### src/common/sbs_pkg.sv
package sbs_pkg;

	// Register widths
	localparam int STAT_W = 16;
	localparam int BYTE_W = 8;

	// Status byte bit positions
	localparam int SB_MEAS_BIT = 0;
	localparam int SB_UNUSED_BIT = 1;
	localparam int SB_ERRQ_BIT = 2;
	localparam int SB_QUES_BIT = 3;
	localparam int SB_OUTQ_BIT = 4;
	localparam int SB_STD_BIT = 5;
	localparam int SB_RQS_BIT = 6;
	localparam int SB_OPER_BIT = 7;

	// Reset values
	localparam logic [STAT_W-1:0] STAT_RST = 16'h0000;
	localparam logic [BYTE_W-1:0] BYTE_RST = 8'h00;

	// Mask of settable bits in a 16-bit status register (top bit never set)
	localparam logic [STAT_W-1:0] STAT_MASK = 16'h7FFF;

	// Standard event register is 8 bits, held in low byte
	localparam logic [STAT_W-1:0] STD_MASK = 16'h00FF;

	// Event set indices for the generate loop
	localparam int SET_STD = 0;
	localparam int SET_OPER = 1;
	localparam int SET_MEAS = 2;
	localparam int SET_QUES = 3;
	localparam int NSETS = 4;

	// Enable-register write selects
	typedef enum logic [2:0] {
		SBS_WR_NONE,
		SBS_WR_STD_EN,
		SBS_WR_OPER_EN,
		SBS_WR_MEAS_EN,
		SBS_WR_QUES_EN,
		SBS_WR_SRQ_EN
	} sbs_wsel_e;

	// Register query selects
	typedef enum logic [3:0] {
		SBS_RD_STB,
		SBS_RD_SRQ_EN,
		SBS_RD_STD_EV,
		SBS_RD_STD_EN,
		SBS_RD_OPER_EV,
		SBS_RD_OPER_EN,
		SBS_RD_OPER_CD,
		SBS_RD_MEAS_EV,
		SBS_RD_MEAS_EN,
		SBS_RD_MEAS_CD,
		SBS_RD_QUES_EV,
		SBS_RD_QUES_EN,
		SBS_RD_QUES_CD
	} sbs_rsel_e;

	// Service request state machine
	typedef enum logic [1:0] {
		SBS_IDLE,
		SBS_REQ,
		SBS_ARMED
	} sbs_rq_e;

endpackage

### src/hw/sbs_status_core.sv
`timescale 1ns/1ps
////////////////////////////////////////////////////////////////////////////
module sbs_status_core
	import sbs_pkg::*;
(
	input  wire logic              mclk,
	input  wire logic              rst,
	input  wire logic [STAT_W-1:0] std_event_in,
	input  wire logic [STAT_W-1:0] oper_event_in,
	input  wire logic [STAT_W-1:0] meas_event_in,
	input  wire logic [STAT_W-1:0] ques_event_in,
	input  wire logic [STAT_W-1:0] oper_cond_in,
	input  wire logic [STAT_W-1:0] meas_cond_in,
	input  wire logic [STAT_W-1:0] ques_cond_in,
	input  wire logic              output_queue_nonempty,
	input  wire logic              error_queue_push,
	input  wire logic              error_queue_pop,
	input  wire logic              output_queue_clear,
	input  wire logic              clear_status,
	input  wire logic              status_preset,
	input  wire logic              queue_clear,
	input  wire logic              system_clear,
	input  wire logic              system_preset,
	input  wire logic              instrument_reset,
	input  wire logic [2:0]        wr_sel,
	input  wire logic [STAT_W-1:0] wr_data,
	input  wire logic              rd_req,
	input  wire logic [3:0]        rd_sel,
	input  wire logic              serial_poll,
	output logic      [STAT_W-1:0] rd_data,
	output logic                   rd_valid,
	output logic      [BYTE_W-1:0] poll_byte,
	output logic                   poll_valid,
	output logic      [BYTE_W-1:0] status_summary_byte,
	output logic                   service_request,
	output logic                   error_queue_nonempty_flag,
	output logic                   questionable_summary_flag,
	output logic                   operation_summary_flag
);

	localparam int EQ_CNT_W = 5;
	localparam logic [EQ_CNT_W-1:0] EQ_DEPTH = 5'h0A;
	localparam logic [EQ_CNT_W-1:0] EQ_ONE = 5'h01;

	// State of the core outside the event register sets
	typedef struct packed {
		logic [BYTE_W-1:0]   srq_en;
		logic [EQ_CNT_W-1:0] eq_cnt;
		sbs_rq_e             rq;
		logic [STAT_W-1:0]   rdat;
		logic                rval;
		logic [BYTE_W-1:0]   pbyte;
		logic                pval;
	} sbs_core_s;

	sbs_core_s st_r;
	sbs_core_s st_nxt;

	logic [NSETS-1:0]  summ;
	logic [STAT_W-1:0] ev_q [NSETS];
	logic [STAT_W-1:0] en_q [NSETS];
	logic [STAT_W-1:0] ev_in [NSETS];
	logic [NSETS-1:0]  ev_clr;
	logic [NSETS-1:0]  en_wr;
	logic [NSETS-1:0]  en_clr;
	logic [BYTE_W-1:0] sb_raw;
	logic              mss;
	logic              std_rd;

	// Decode an enable write select onto the event set it targets
	function automatic logic [NSETS-1:0] wsel_dec(input logic [2:0] s);
		logic [NSETS-1:0] d;
		d = '0;
		if (s == SBS_WR_STD_EN)
			d[SET_STD] = 1'b1;
		else if (s == SBS_WR_OPER_EN)
			d[SET_OPER] = 1'b1;
		else if (s == SBS_WR_MEAS_EN)
			d[SET_MEAS] = 1'b1;
		else if (s == SBS_WR_QUES_EN)
			d[SET_QUES] = 1'b1;
		return d;
	endfunction

	////////////////////////////////////////////////////////////////////////
	// Event register sets
	assign ev_in[SET_STD] = std_event_in;
	assign ev_in[SET_OPER] = oper_event_in;
	assign ev_in[SET_MEAS] = meas_event_in;
	assign ev_in[SET_QUES] = ques_event_in;
	assign std_rd = rd_req && (rd_sel == SBS_RD_STD_EV);
	assign en_wr = wsel_dec(wr_sel);

	// Control strobes per set; system preset and reset touch nothing
	always_comb
	begin
		ev_clr = {NSETS{clear_status}};
		ev_clr[SET_STD] = clear_status | std_rd;
		en_clr = {NSETS{status_preset}};
		en_clr[SET_STD] = 1'b0;
	end

	genvar gi;
	generate
		for (gi = 0; gi < NSETS; gi++)
		begin : g_set
			sbs_event_set u_set (
				.mclk     (mclk),
				.rst      (rst),
				.bit_mask ((gi == SET_STD) ? STD_MASK : STAT_MASK),
				.ev_in    (ev_in[gi]),
				.ev_clr   (ev_clr[gi]),
				.en_wr    (en_wr[gi]),
				.en_clr   (en_clr[gi]),
				.en_data  (wr_data),
				.ev_q     (ev_q[gi]),
				.en_q     (en_q[gi]),
				.summary  (summ[gi])
			);
		end
	endgenerate

	////////////////////////////////////////////////////////////////////////
	// Status byte, live from its sources
	always_comb
	begin
		sb_raw = BYTE_RST;
		sb_raw[SB_MEAS_BIT] = summ[SET_MEAS];
		sb_raw[SB_ERRQ_BIT] = (st_r.eq_cnt != '0);
		sb_raw[SB_QUES_BIT] = summ[SET_QUES];
		sb_raw[SB_OUTQ_BIT] = output_queue_nonempty;
		sb_raw[SB_STD_BIT] = summ[SET_STD];
		sb_raw[SB_OPER_BIT] = summ[SET_OPER];
	end

	// Master summary: AND with enables then OR
	assign mss = |(sb_raw & st_r.srq_en & ~(BYTE_W'(1) << SB_RQS_BIT));

	////////////////////////////////////////////////////////////////////////
	// Next state
	always_comb
	begin
		st_nxt = st_r;
		st_nxt.rval = 1'b0;
		st_nxt.pval = 1'b0;

		// Request enable write; zero clears it
		if (wr_sel == SBS_WR_SRQ_EN)
			st_nxt.srq_en = wr_data[BYTE_W-1:0];

		// Error queue occupancy; clear commands empty it
		if (clear_status || queue_clear || system_clear)
			st_nxt.eq_cnt = '0;
		else if (error_queue_push && !error_queue_pop
				&& st_r.eq_cnt != EQ_DEPTH)
			st_nxt.eq_cnt = st_r.eq_cnt + EQ_ONE;
		else if (error_queue_pop && !error_queue_push
				&& st_r.eq_cnt != '0)
			st_nxt.eq_cnt = st_r.eq_cnt - EQ_ONE;

		// Service request: poll clears it, new enabled rise rearms
		case (st_r.rq)
			SBS_IDLE:
				if (mss)
					st_nxt.rq = SBS_REQ;
			SBS_REQ:
				if (serial_poll)
					st_nxt.rq = mss ? SBS_ARMED : SBS_IDLE;
			SBS_ARMED:
				if (!mss)
					st_nxt.rq = SBS_IDLE;
				else if (|(sb_raw & st_r.srq_en & ~st_r.pbyte))
					st_nxt.rq = SBS_REQ;
			default:
				st_nxt.rq = SBS_IDLE;
		endcase

		// Serial poll answer: bit 6 is the request flag
		if (serial_poll)
		begin
			st_nxt.pbyte = sb_raw;
			st_nxt.pbyte[SB_RQS_BIT] = (st_r.rq == SBS_REQ);
			st_nxt.pval = 1'b1;
		end

		// Query answer; bit 6 of the status byte is master summary
		if (rd_req)
		begin
			st_nxt.rval = 1'b1;
			case (rd_sel)
				SBS_RD_STB:
					st_nxt.rdat = {8'h00, sb_raw | (8'(mss) << SB_RQS_BIT)};
				SBS_RD_SRQ_EN:
					st_nxt.rdat = {8'h00, st_r.srq_en};
				SBS_RD_STD_EV:
					st_nxt.rdat = ev_q[SET_STD];
				SBS_RD_STD_EN:
					st_nxt.rdat = en_q[SET_STD];
				SBS_RD_OPER_EV:
					st_nxt.rdat = ev_q[SET_OPER];
				SBS_RD_OPER_EN:
					st_nxt.rdat = en_q[SET_OPER];
				SBS_RD_OPER_CD:
					st_nxt.rdat = oper_cond_in & STAT_MASK;
				SBS_RD_MEAS_EV:
					st_nxt.rdat = ev_q[SET_MEAS];
				SBS_RD_MEAS_EN:
					st_nxt.rdat = en_q[SET_MEAS];
				SBS_RD_MEAS_CD:
					st_nxt.rdat = meas_cond_in & STAT_MASK;
				SBS_RD_QUES_EV:
					st_nxt.rdat = ev_q[SET_QUES];
				SBS_RD_QUES_EN:
					st_nxt.rdat = en_q[SET_QUES];
				SBS_RD_QUES_CD:
					st_nxt.rdat = ques_cond_in & STAT_MASK;
				default:
					st_nxt.rdat = STAT_RST;
			endcase
		end
	end

	// State registers, cleared at power-on
	always_ff @(posedge mclk or posedge rst)
	begin
		if (rst)
			st_r <= '{srq_en: BYTE_RST, eq_cnt: '0, rq: SBS_IDLE,
				rdat: STAT_RST, rval: 1'b0, pbyte: BYTE_RST, pval: 1'b0};
		else
			st_r <= st_nxt;
	end

	////////////////////////////////////////////////////////////////////////
	// Outputs
	assign rd_data = st_r.rdat;
	assign rd_valid = st_r.rval;
	assign poll_byte = st_r.pbyte;
	assign poll_valid = st_r.pval;
	assign status_summary_byte = sb_raw | (8'(mss) << SB_RQS_BIT);
	assign service_request = (st_r.rq == SBS_REQ);
	assign error_queue_nonempty_flag = sb_raw[SB_ERRQ_BIT];
	assign questionable_summary_flag = sb_raw[SB_QUES_BIT];
	assign operation_summary_flag = sb_raw[SB_OPER_BIT];

endmodule // sbs_status_core

### src/hw/sbs_event_set.sv
`timescale 1ns/1ps
// One event register set: sticky event bits plus enable mask and summary
module sbs_event_set
	import sbs_pkg::*;
(
	input  wire logic              mclk,
	input  wire logic              rst,
	input  wire logic [STAT_W-1:0] bit_mask,
	input  wire logic [STAT_W-1:0] ev_in,
	input  wire logic              ev_clr,
	input  wire logic              en_wr,
	input  wire logic              en_clr,
	input  wire logic [STAT_W-1:0] en_data,
	output logic      [STAT_W-1:0] ev_q,
	output logic      [STAT_W-1:0] en_q,
	output logic                   summary
);

	typedef struct packed {
		logic [STAT_W-1:0] ev;
		logic [STAT_W-1:0] en;
	} sbs_set_s;

	sbs_set_s st_r;
	sbs_set_s st_nxt;

	////////////////////////////////////////////////////////////////////////
	// Next state: events latch, clear yields to a new event
	always_comb
	begin
		st_nxt = st_r;
		if (ev_clr)
			st_nxt.ev = '0;
		st_nxt.ev = (st_nxt.ev | ev_in) & bit_mask;
		if (en_clr)
			st_nxt.en = '0;
		if (en_wr)
			st_nxt.en = en_data & bit_mask;
	end

	// State registers, all zero at power-on
	always_ff @(posedge mclk or posedge rst)
	begin
		if (rst)
			st_r <= '{ev: STAT_RST, en: STAT_RST};
		else
			st_r <= st_nxt;
	end

	assign ev_q = st_r.ev;
	assign en_q = st_r.en;
	assign summary = |(st_r.ev & st_r.en);

endmodule // sbs_event_set

### config.mk
export PLATFORM = sky130hd
export DESIGN_NAME = sbs_status_core
export DESIGN_NICKNAME = d
export VERILOG_FILES = /design/src/common/sbs_pkg.sv /design/src/hw/sbs_status_core.sv /design/src/hw/sbs_event_set.sv
export SDC_FILE = /design/constraint.sdc
export NUM_CORES = 1
export LEC_CHECK = 0
export ABC_AREA = 1
export ABC_CLOCK_PERIOD_IN_PS = 2900
export BUFFER_PORTS_ARGS = -buffer_cell sky130_fd_sc_hd__buf_2
export CAP_MARGIN = 20
export CORE_MARGIN = 3
export CORE_UTILIZATION = 56
export DETAILED_ROUTE_END_ITERATION = 8
export GPL_TIMING_DRIVEN = 0
export PLACE_DENSITY = 0.81
export SYNTH_ARGS = -nofsm -noshare
export SYNTH_HDL_FRONTEND = slang
export SYNTH_HIERARCHICAL = 1
export SYNTH_SLANG_ARGS = --single-unit
### constraint.sdc
create_clock -name mclk -period 2.9 [get_ports mclk]
set_input_delay 0.58 -clock mclk [delete_from_list [all_inputs] [get_ports mclk]]
set_output_delay 0.58 -clock mclk [all_outputs]
set_load 0.01 [all_outputs]
# Word-level counts from Yosys, hierarchy flattened
# Index checks and enable logic that the tools add are counted.
dict set report totals {
  output_inout_bits 38
  reg_bits 149
}
dict set report classes {
  addsub 2
  n_eq_ne 23
  n_bitwise 13
  n_reduce_logical 23
  mux 27
}
# cell n
set op_table {}
lappend op_table {{case mux 16 bit (13 select lines)} 1}
lappend op_table {{2-to-1 mux 16 bit} 4}
lappend op_table {{OR reduction 16 bit} 4}
lappend op_table {{AND 15 x 16 -> 16 bit} 3}
lappend op_table {{2-to-1 mux 15 bit} 3}
lappend op_table {{bitwise OR 15 bit} 3}
lappend op_table {{AND 8 bit} 3}
lappend op_table {{== test 4 bit (second input constant)} 5}
lappend op_table {{== test 4 x 3 -> 1 bit (second input constant)} 4}
lappend op_table {{2-to-1 mux 5 bit} 3}
lappend op_table {{2-to-1 mux 2 bit} 6}
lappend op_table {{== test 4 x 2 -> 1 bit (second input constant)} 2}
lappend op_table {{2-to-1 mux 8 bit} 1}
lappend op_table {{NOT 8 bit} 1}
lappend op_table {{bitwise OR 8 x 7 -> 8 bit} 1}
lappend op_table {{bitwise OR 8 bit} 1}
lappend op_table {{OR reduction 8 bit} 1}
lappend op_table {{2-to-1 mux 1 bit} 7}
lappend op_table {{OR reduction 7 bit} 1}
lappend op_table {{== test 3 x 2 -> 1 bit (second input constant)} 2}
lappend op_table {{== test 3 bit (second input constant)} 2}
lappend op_table {{case mux 2 bit (3 select lines)} 1}
lappend op_table {{nonzero test 2 bit} 3}
lappend op_table {{adder 5 x 1 -> 5 bit (second input constant)} 1}
lappend op_table {{other kinds (18)} 25}

# Logic depth before layout (Yosys ltp)
# Gate-level depths: netlist of the first run.
dict set report logic_depth {
  ltp_word 8
  depth_mapped 14
  mapped_depth_nobuf 14
}

# By module
# Netlist of the first run, hierarchy kept.
# module area_per_inst_um2 cells_per_inst seq_area_each_um2 instances
set modules_own_cells {}
lappend modules_own_cells {sbs_event_set 1448.9 171 800.8 4}
lappend modules_own_cells {sbs_status_core 3682.3 629 1001.0 1}

# Worst setup path after synthesis of the first run
# OpenSTA, ideal clock, no wires.
dict set report synth_path {
  path_kind {register to register}
  start {reg st_r[28] in the netlist's numbering}
  end {reg st_r[31] in the netlist's numbering}
  path_buffers 0
  t_required_ps 2774
  path_stages_with_launch 10
  t_arrival_ps 1943
  path_slack_ps 831
  cell_sequence {dfrtp_1 > inv_1 > nand4_1 > o21ai_0 > ha_1 > a21oi_1 > nand2_1 > xor2_1 > nand2_1 > o21ai_0}
}
dict set report synth_between {
  elab_chain_len 4
  elab_cells_between_ends 10
}
# item line_no
set synth_lines {}
lappend synth_lines {{from (decl)} sbs_status_core.sv:56} ;# sbs_core_s st_r;
lappend synth_lines {{from (signal assigned)} sbs_status_core.sv:227} ;# st_r <= '{srq_en: BYTE_RST, eq_cnt: '0, rq: SBS_IDLE,
lappend synth_lines {{from (signal assigned)} sbs_status_core.sv:230} ;# st_r <= st_nxt;
lappend synth_lines {{subtractor 5 x 1 -> 5 bit / != test 5 x 4 -> 1 bit (equally long branches)} {sbs_status_core.sv:159, sbs_status_core.sv:155}}
lappend synth_lines {{2-to-1 mux 5 bit / logical AND 1 bit (equally long branches)} {sbs_status_core.sv:157, sbs_status_core.sv:155}}
lappend synth_lines {{2-to-1 mux 5 bit} sbs_status_core.sv:154} ;# else if (error_queue_push && !error_queue_pop
lappend synth_lines {{2-to-1 mux 5 bit} sbs_status_core.sv:152} ;# if (clear_status || queue_clear || system_clear)
# Parallel ways exist; a longest one is shown, timed or not. The select of a mux whose other input is x is not followed.
# A chain may end at the register's enable or synchronous reset.

# Worst setup path in the final report of the first run
dict set report layout_path {
  start {reg g_set[1].u_set.st_r, in the netlist g_set[1].u_set/en_q[6]}
  end {out status_summary_byte[6]}
}
dict set report layout_between {
  elab_chain_len 5
}
# item line_no
set layout_lines {}
lappend layout_lines {{from (decl)} sbs_event_set.sv:24} ;# sbs_set_s st_r;
lappend layout_lines {{from (signal assigned)} sbs_event_set.sv:45} ;# st_r <= '{ev: STAT_RST, en: STAT_RST};
lappend layout_lines {{from (signal assigned)} sbs_event_set.sv:47} ;# st_r <= st_nxt;
lappend layout_lines {{AND 15 x 16 -> 16 bit} sbs_event_set.sv:52} ;# assign summary = |(st_r.ev & st_r.en);
lappend layout_lines {{OR reduction 16 bit} sbs_event_set.sv:52}
lappend layout_lines {{AND 8 bit} sbs_status_core.sv:137} ;# assign mss = |(sb_raw & st_r.srq_en & ~(BYTE_W'(1) << SB_RQS_BIT));
lappend layout_lines {{OR reduction 7 bit} sbs_status_core.sv:137}
lappend layout_lines {{named net mss} sbs_status_core.sv:67} ;# logic mss;
lappend layout_lines {{bitwise OR 8 x 7 -> 8 bit} sbs_status_core.sv:239} ;# assign status_summary_byte = sb_raw | (8'(mss) << SB_RQS_BIT);
lappend layout_lines {{to (decl)} sbs_status_core.sv:34} ;# output logic [BYTE_W-1:0] status_summary_byte,
# The timed path passes the listed nets, and every way through them passes these cells.

==> impl_table.tex, run 1 <==
\begin{tabular}{lr}
\hline
Metric & Value \\
\hline
\multicolumn{2}{l}{\textbf{Outcome}} \\
Result of the run & finished clean \\
\multicolumn{2}{l}{\textbf{Global routing}} \\
Antenna violations before repair & 1 \\
Total global-route track usage & 0.343 \\
Wire length of the first global-routing pass & 47,900 um \\
Pin count of the biggest net entering global routing & 41 \\
Remaining global-route overflow & 0 \\
Number of global-route vias before repair & 9,110 \\
\multicolumn{2}{l}{\textbf{Pwr}} \\
Switching Share & 0.290 \\
Int Power & 4.24 mW \\
Net switching power & 1.73 mW \\
Part of the power in the clock network & 0.379 \\
Pwr dens & 504 mW/mm2 \\
Sequential cell fraction of total power & 0.447 \\
Leakage power & 6.89 nW \\
Peak supply drop & 0.439 mV \\
Proportion of power drawn by combinational gates & 0.174 \\
\multicolumn{2}{l}{\textbf{Detailed routing}} \\
Total via count after detailed routing & 9,688 \\
M1 WL & 12,400 um \\
Routed wire length & 31,400 um \\
Uppermost signal routing layer after detailed routing & met5 \\
Number of DRC markers after the initial detailed-route iteration & 1,023 \\
Length of the first detailed-routing pass in iterations & 6 \\
Per-cell via count in the routed design & 5.17 \\
Met2 wirelength from detailed routing & 13,900 um \\
DRC violation count after routing & 0 \\
Number of routed nets with antenna violations & 0 \\
Routed length per placed instance & 16.7 um \\
Met3 routed WL & 3670 um \\
\multicolumn{2}{l}{\textbf{STA}} \\
Slew @ Worst Pin & 0.875 ns \\
Setup Viol. Count Final & 0 \\
Final critical path time including I/O delays and setup & 2.79 ns \\
Max Freq & 358 MHz \\
Relative slew slack & 0.410 \\
Number of failing hold endpoints at the final stage & 0 \\
Smallest setup slack after layout & 0.108 ns \\
Final number of max-transition violations & 0 \\
Share of the cycle needed by the critical path after routing & 0.963 \\
Skew final & 0.00796 ns \\
\multicolumn{2}{l}{\textbf{Finish}} \\
Post-layout instance count excluding filler cells & 1,875 \\
Share of final-layout standard cells stronger than drive strength 1 & 0.206 \\
Combined area of the multi-input logic cells & 0.00456 mm2 \\
Total of fill cells in the finished design & 1,339 \\
Count of nets after finishing & 1,799 \\
Most used cells in the layout excluding fill and tap cells & sky130\_fd\_sc\_hd\_\_nand2\_1 (414), sky130\_fd\_sc\_hd\_\_buf\_2 (187), sky130\_fd\_sc\_hd\_\_inv\_1 (186) \\
Area grow syn2layout & 25.0\% \\
Register area & 0.00420 mm2 \\
Commonest non-fill, non-tap cell in the layout & sky130\_fd\_sc\_hd\_\_nand2\_1 \\
\multicolumn{2}{l}{\textbf{Floorplanning}} \\
Effective utilization at floorplan & 0.584 \\
Count of boundary I/O pins & 187 \\
Placement Rows & 46 \\
Overall die height & 136 um \\
Die ar. & 0.0185 mm2 \\
Area of the core & 0.0162 mm2 \\
Die width & 136 um \\
\multicolumn{2}{l}{\textbf{CTS}} \\
Count of hold-fix buffers inserted at cts & 0 \\
Clock Root Buffer & sky130\_fd\_sc\_hd\_\_clkbuf\_16 \\
Clk slew on worst S/H paths & 0.07 ns \\
CTS tree & yes \\
Max clock buf depth & 2 \\
Clock latency on the worst-skew pair & 0.43 ns \\
CTS sink count & 168 \\
Number of H-tree levels & 4 \\
Total CTS buffers & 17 \\
\multicolumn{2}{l}{\textbf{Yosys}} \\
Post-synthesis cell area & 0.00948 mm2 \\
Unique masters post-synth & 30 \\
Synthesized area per cell & 7.22 um2 \\
Prevailing post-synth register cell & sky130\_fd\_sc\_hd\_\_dfrtp\_1 \\
Number of enable flip-flop cells after synthesis & 0 \\
Instance count of the mapped netlist & 1,313 \\
Register bit count reported by yosys & 168 \\
Synthesis Warnings & 6 \\
Share of synthesized area occupied by flip-flops and latches & 0.444 \\
FFs w/ async S/R, synth & 1.00 \\
\multicolumn{2}{l}{\textbf{Setup path}} \\
Endpoint of the worst register-to-register path & st\_r[31]\$\_DFFE\_PP0P\_ \\
CP endpoint kind & output port \\
Data arrival time of the critical path & 2.21 ns \\
Startpoint of the lowest-slack register-to-register path & st\_r[28]\$\_DFFE\_PP0P\_ \\
Number of cells on the worst reg-to-reg path & 9 \\
Nature of the critical path startpoint & flop \\
Flop-to-flop setup slack & 0.43 ns \\
Required time reported for the critical path endpoint & 2.32 ns \\
Setup CP Type & flop to output port \\
Highest net fanout along the worst path & 6 \\
\multicolumn{2}{l}{\textbf{Flow run}} \\
Number of violations of the max-capacitance limit & 0 \\
\multicolumn{2}{l}{\textbf{Placed design}} \\
Place WS & 0.515 ns \\
Buffers added on ports & 178 \\
Post-placement cell count & 1,840 \\
Last weighted congestion value of the routability-driven placer & 1.04 \\
Placed wire-length estimate & 24,000 um \\
\multicolumn{2}{l}{\textbf{Hold path}} \\
Class of the tightest hold or removal check & primary input to asynchronous set/reset pin \\
\hline
\end{tabular}
registers in the layout (all words and copies together) (netlist names):
signal,cells
g_set.u_set/en_q,64
g_set.u_set/ev_q,64
rd_data,16
st_r,15
poll_byte,7
poll_valid,1
rd_valid,1
repair_timing:
action | CTS | global route
buffers inserted | 0 | 3
gates resized for setup | 0 | 3
endpoints found under the setup margin | 0 | 1
synthesized netlist by cell type (2+ instances only):
cell,instances,share of area
sky130_fd_sc_hd__inv_1,187,0.074
sky130_fd_sc_hd__inv_2,2,0.00079
sky130_fd_sc_hd__ha_1,3,0.0040
sky130_fd_sc_hd__nand3_1,131,0.069
sky130_fd_sc_hd__nand4_1,9,0.0059
sky130_fd_sc_hd__nor2_2,12,0.0079
sky130_fd_sc_hd__nor3b_1,2,0.0016
sky130_fd_sc_hd__nor3_1,4,0.0021
sky130_fd_sc_hd__o21ai_2,40,0.037
sky130_fd_sc_hd__dfrtp_1,168,0.44
sky130_fd_sc_hd__conb_1,2,0.00079
sky130_fd_sc_hd__buf_6,15,0.018
sky130_fd_sc_hd__nand2_1,417,0.17
sky130_fd_sc_hd__o211ai_1,2,0.0016
sky130_fd_sc_hd__o21ai_0,42,0.022
sky130_fd_sc_hd__mux2_2,8,0.0095
sky130_fd_sc_hd__clkbuf_1,7,0.0028
sky130_fd_sc_hd__buf_2,9,0.0048
sky130_fd_sc_hd__a21oi_1,69,0.036
sky130_fd_sc_hd__buf_4,34,0.027
sky130_fd_sc_hd__or2_1,4,0.0026
sky130_fd_sc_hd__nor2_1,136,0.054
sky130_fd_sc_hd__nand2_4,2,0.0024
sky130_fd_sc_hd__xor2_1,2,0.0018
per-stage QoR:
| stage | hold WS, ns | TNS [ns] | instance area [um2] | util | total power [mW] |
|---|---|---|---|---|---|
| floorplan | 0.450 | 0 | 9960 | - | 3.27 |
| global placement | 0.464 | 0 | 11100 | 0.685 | 3.66 |
| detailed placement | 0.468 | 0 | 11200 | 0.692 | 3.71 |
| CTS | 0.253 | 0 | 11800 | 0.728 | 5.95 |
| global route | 0.283 | -0.00806 | 11800 | 0.730 | 6.20 |
| finish | 0.267 | 0 | 11800 | 0.730 | 5.97 |
layout make-up:
type                    instances  area share
repair buffers                185      0.0864
well taps                     216      0.0228
diodes                          1    0.000211
plain buffers                  65      0.0418
inverters                     190      0.0602
clock inverters                11      0.0104
flip-flops and latches        168       0.355
multi-input cells            1019       0.385
clock buffers                  20      0.0386
worst max-delay path, stage by stage, from the launching register on:
cell,delay (ns)
sky130_fd_sc_hd__dfrtp_1,0.46
sky130_fd_sc_hd__nand2_1,0.11
sky130_fd_sc_hd__nand2_1,0.06
sky130_fd_sc_hd__inv_1,0.05
sky130_fd_sc_hd__nand2_1,0.06
sky130_fd_sc_hd__nor2_1,0.17
sky130_fd_sc_hd__nand2_2,0.15
sky130_fd_sc_hd__nand2_1,0.09
sky130_fd_sc_hd__nand3_1,0.07
sky130_fd_sc_hd__nor2_1,0.08
sky130_fd_sc_hd__nand2_1,0.16
sky130_fd_sc_hd__buf_4,0.18
sky130_fd_sc_hd__buf_2,0.13
worst max-delay path by stage:
stage | from | to | depth (start not counted)
finish | g_set[1].u_set/en_q[6]$_DFFE_PP0P_ | status_summary_byte[6] | 12
global route | g_set[1].u_set/en_q[6]$_DFFE_PP0P_ | status_summary_byte[6] | 12
CTS | g_set[1].u_set/en_q[6]$_DFFE_PP0P_ | status_summary_byte[6] | 12
detailed placement | st_r[28]$_DFFE_PP0P_ | st_r[31]$_DFFE_PP0P_ | 9
global placement | rd_sel[3] | g_set[0].u_set/ev_q[5]$_DFF_PP0_ | 9
floorplan | st_r[28]$_DFFE_PP0P_ | st_r[31]$_DFFE_PP0P_ | 9
cells by family after synthesis:
logic type      Yosys count  synth area share
flops                   168             0.444
buf+inv                 255             0.128
compound gates          155            0.0985
other cells               2          0.000792
mux                       8           0.00951
simple gates            719             0.312
fa+ha+maj                 4           0.00607
xor+xnor                  2           0.00185
power by group through the flow:
stage                     Clock [mW]  Sequential (mW)  Combinational (mW)
after floorplan                    0             2.65               0.622
after global placement             0             2.70               0.957
after detailed placement           0             2.71                1.00
after CTS                       2.28             2.66                1.00
after global routing            2.36             2.69                1.15
final                           2.26             2.67                1.04
per-layer routing:
layer  track usage  up-vias
met1         0.465     4423
met2         0.531      576
met3        0.0759      100
li1              -     4587
met5             0        -
met4         0.153        2
No activity file was read; power rests on OpenSTA's default activity.
==> run 2: changes to the inputs <==
--- a/config.mk
+++ b/config.mk
@@ -5,13 +5,13 @@
 export SDC_FILE = /design/constraint.sdc
 export NUM_CORES = 1
 export LEC_CHECK = 0
-export ABC_AREA = 1
 export ABC_CLOCK_PERIOD_IN_PS = 2900
 export BUFFER_PORTS_ARGS = -buffer_cell sky130_fd_sc_hd__buf_2
 export CAP_MARGIN = 20
 export CORE_MARGIN = 3
 export CORE_UTILIZATION = 56
 export DETAILED_ROUTE_END_ITERATION = 8
+export GPL_ROUTABILITY_DRIVEN = 0
 export GPL_TIMING_DRIVEN = 0
 export PLACE_DENSITY = 0.81
 export SYNTH_ARGS = -nofsm -noshare
==> run 2 against run 1 <==
Effect of this change: the flow now finishes with violations (design-rule violations, negative setup slack); first-iteration DRC count up 73%; final cell count down 24%; area after synthesis down 4.0%; largest cell class unchanged; design area down 1.6%; hold slack worse by 0.028 ns; global-route usage up 3.4 points.
==> impl_table.tex, run 2 <==
\begin{tabular}{lr}
\hline
Metric & Value \\
\hline
\multicolumn{2}{l}{\textbf{Global routing}} \\
Wire length of the first global-routing pass & 50,300 um \\
Total global-route track usage & 0.377 \\
Antenna violations before repair & 0 \\
Number of global-route vias before repair & 8,587 \\
Pin count of the biggest net entering global routing & 41 \\
Remaining global-route overflow & 0 \\
\multicolumn{2}{l}{\textbf{Placed design}} \\
Place WS & 0.0111 ns \\
Buffers added on ports & 175 \\
Placed wire-length estimate & 24,900 um \\
\multicolumn{2}{l}{\textbf{Setup path}} \\
Nature of the critical path startpoint & flop \\
Required time reported for the critical path endpoint & 2.32 ns \\
Setup CP Type & flop to output port \\
Data arrival time of the critical path & 2.60 ns \\
Highest net fanout along the worst path & 3 \\
Startpoint of the lowest-slack register-to-register path & st\_r[28]\$\_DFFE\_PP0P\_ \\
CP endpoint kind & output port \\
Source of the critical timing path & g\_set[0].u\_set/en\_q[0]\$\_DFFE\_PP0P\_ \\
\multicolumn{2}{l}{\textbf{Yosys}} \\
Prevailing post-synth register cell & sky130\_fd\_sc\_hd\_\_dfrtp\_1 \\
Top cells by area, synth & sky130\_fd\_sc\_hd\_\_dfrtp\_1 (46\%), sky130\_fd\_sc\_hd\_\_a32o\_1 (5.6\%), sky130\_fd\_sc\_hd\_\_nor2b\_1 (5.4\%) \\
Most frequent cells after synthesis & sky130\_fd\_sc\_hd\_\_dfrtp\_1 (168), sky130\_fd\_sc\_hd\_\_nor2b\_1 (78), sky130\_fd\_sc\_hd\_\_o21a\_1 (64), sky130\_fd\_sc\_hd\_\_a32o\_1 (51), sky130\_fd\_sc\_hd\_\_buf\_4 (34) \\
Number of enable flip-flop cells after synthesis & 0 \\
Share of synthesized area occupied by flip-flops and latches & 0.462 \\
FFs w/ async S/R, synth & 1.00 \\
Proportion of netlist area held by the largest area contributor & 0.462 \\
Post-synth top area cell & sky130\_fd\_sc\_hd\_\_dfrtp\_1 \\
Unique masters post-synth & 68 \\
Register bit count reported by yosys & 168 \\
Post-synthesis cell area & 0.00910 mm2 \\
Synthesis Warnings & 6 \\
Synthesized area per cell & 10.8 um2 \\
Most instantiated library cell after synthesis & sky130\_fd\_sc\_hd\_\_dfrtp\_1 \\
Instance count of the mapped netlist & 842 \\
\multicolumn{2}{l}{\textbf{Finish}} \\
Diodes inserted & 0 \\
Most used cells in the layout excluding fill and tap cells & sky130\_fd\_sc\_hd\_\_buf\_2 (205), sky130\_fd\_sc\_hd\_\_dfrtp\_1 (165), sky130\_fd\_sc\_hd\_\_conb\_1 (136) \\
Share of final-layout standard cells stronger than drive strength 1 & 0.302 \\
Area grow syn2layout & 28.1\% \\
Count of nets after finishing & 1,354 \\
Commonest non-fill, non-tap cell in the layout & sky130\_fd\_sc\_hd\_\_buf\_2 \\
\multicolumn{2}{l}{\textbf{Outcome}} \\
Violated checks & design-rule violations, negative setup slack \\
Result of the run & finished, violations left \\
\multicolumn{2}{l}{\textbf{Flow run}} \\
Number of violations of the max-capacitance limit & 0 \\
\multicolumn{2}{l}{\textbf{STA}} \\
Final critical path time including I/O delays and setup & 3.18 ns \\
Slew @ Worst Pin & 1.14 ns \\
Max Freq & 314 MHz \\
Relative slew slack & 0.217 \\
Smallest setup slack after layout & -0.283 ns \\
Share of the cycle needed by the critical path after routing & 1.10 \\
Final number of max-transition violations & 0 \\
Setup Viol. Count Final & 2 \\
Total negative setup slack & -0.287 ns \\
Setup repair after global routing missed its margin & yes \\
Skew final & 0.0107 ns \\
Number of failing hold endpoints at the final stage & 0 \\
\multicolumn{2}{l}{\textbf{CTS}} \\
Clock latency on the worst-skew pair & 0.43 ns \\
CTS tree & yes \\
Number of H-tree levels & 4 \\
Total CTS buffers & 17 \\
Max clock buf depth & 2 \\
Clock Root Buffer & sky130\_fd\_sc\_hd\_\_clkbuf\_16 \\
CTS sink count & 168 \\
Count of hold-fix buffers inserted at cts & 0 \\
Clk slew on worst S/H paths & 0.07 ns \\
\multicolumn{2}{l}{\textbf{Floorplanning}} \\
Placement Rows & 45 \\
Area of the core & 0.0155 mm2 \\
Effective utilization at floorplan & 0.586 \\
Die ar. & 0.0178 mm2 \\
Count of boundary I/O pins & 187 \\
Overall die height & 133 um \\
Die width & 133 um \\
\multicolumn{2}{l}{\textbf{Pwr}} \\
Leakage power & 5.53 nW \\
Overall power after layout & 6.12 mW \\
Pwr dens & 525 mW/mm2 \\
Peak supply drop & 0.438 mV \\
\multicolumn{2}{l}{\textbf{Detailed routing}} \\
Number of DRC markers after the initial detailed-route iteration & 1,770 \\
Length of the first detailed-routing pass in iterations & 9 \\
Number of routed nets with antenna violations & 0 \\
Routed wire length & 34,100 um \\
DRC violation count after routing & 86 \\
Total via count after detailed routing & 9,063 \\
Per-cell via count in the routed design & 6.36 \\
Routed length per placed instance & 24.0 um \\
\multicolumn{2}{l}{\textbf{Hold path}} \\
Class of the tightest hold or removal check & primary input to asynchronous set/reset pin \\
\hline
\end{tabular}
==> run 2: cell types whose count changed after synthesis, sizes merged, moves of 16 or more <==
cell	previous run	this run
inv	189	17
o21a	0	64
a32o	0	51
nor2	148	21
nand2	419	28
nor2b	0	78
nand3	131	33
a221oi	0	23
o21ai	83	34
mux2	8	24
a22oi	0	27
a22o	0	20
nand2b	0	23
a21oi	69	11
==> run 2: logic make-up after synthesis <==
kind of cell,share of synthesized area
muxes,0.0525
xor gates and xnor gates,0.00385
adders and majority gates,0.00632
other,0.000825
buffers and inverters,0.0579
and+or+nand+nor,0.144
DFF,0.462
AOI/OAI and AO/OA,0.273
==> run 2: worst paths after layout <==
check | endpoint | slack [ns] | cells after the start
worst min register to register | rd_data[4]$_DFFE_PP0P_ | 0.48 | 1
worst min-delay path | g_set[1].u_set/en_q[9]$_DFFE_PP0P_ | 0.24 | 2
max in group asynchronous | rd_data[5]$_DFFE_PP0P_ | 1.93 | 2
worst max register to register | st_r[32]$_DFFE_PP0P_ | 0.17 | 8
worst max-delay path | status_summary_byte[6] | -0.28 | 8
min in group mclk | poll_valid$_DFF_PP0_ | 0.27 | 1
==> run 2: cell type report <==
type	count	area (um2)
Buffer	78	455
Clock buffer	19	453
Clock inverter	12	119
Fill cell	1127	3880
Inverter	17	63.8
Multi-Input combinational cell	712	4890
Sequential cell	168	4210
Tap cell	211	264
Timing Repair Buffer	207	1200
==> run 2: stage by stage <==
step                       util  cell area (um2)  instances  hold slack [ns]
after global routing      0.750            11700       1424            0.248
final                     0.750            11700       1424            0.239
after global placement    0.691            10700       1362            0.461
after detailed placement  0.699            10900       1366            0.475
after floorplan               -             9610        976            0.440
after CTS                 0.748            11600       1421            0.225
==> run 2: routing by layer <==
| metal | vias up | wire (um) | track usage |
|---|---|---|---|
| li1 | 3794 | - | - |
| met1 | 4214 | 11900 | 0.476 |
| met2 | 817 | 14400 | 0.552 |
| met3 | 238 | 5130 | 0.148 |
| met4 | 0 | 2700 | 0.216 |
| met5 | - | 0 | 0 |
==> run 2: worst max-delay path, cell delays in order, from the launching register on <==
cell                        delay [ns]
sky130_fd_sc_hd__dfrtp_1          0.45
sky130_fd_sc_hd__a22o_2           0.29
sky130_fd_sc_hd__a221oi_2         0.20
sky130_fd_sc_hd__nand4_1          0.30
sky130_fd_sc_hd__nand2_1          0.23
sky130_fd_sc_hd__nand3_2          0.10
sky130_fd_sc_hd__a2111oi_4        0.38
sky130_fd_sc_hd__inv_2            0.09
sky130_fd_sc_hd__buf_6            0.13
==> run 2: repair_timing <==
| item | 4_1_cts | 5_1_grt |
|---|---|---|
| pin swaps | 8 | 10 |
| setup buffers | 24 | 4 |
| gates resized for setup | 4 | 4 |
| gates cloned | 0 | 0 |
| endpoints found under the setup margin | 1 | 1 |
==> run 2: power by group <==
part	switching [mW]	internal (mW)	leakage, nW
Sequential	0.183	2.51	2.20
Combinational	0.664	0.557	3.07
Clock	0.967	1.23	0.266
Total	1.81	4.30	5.53
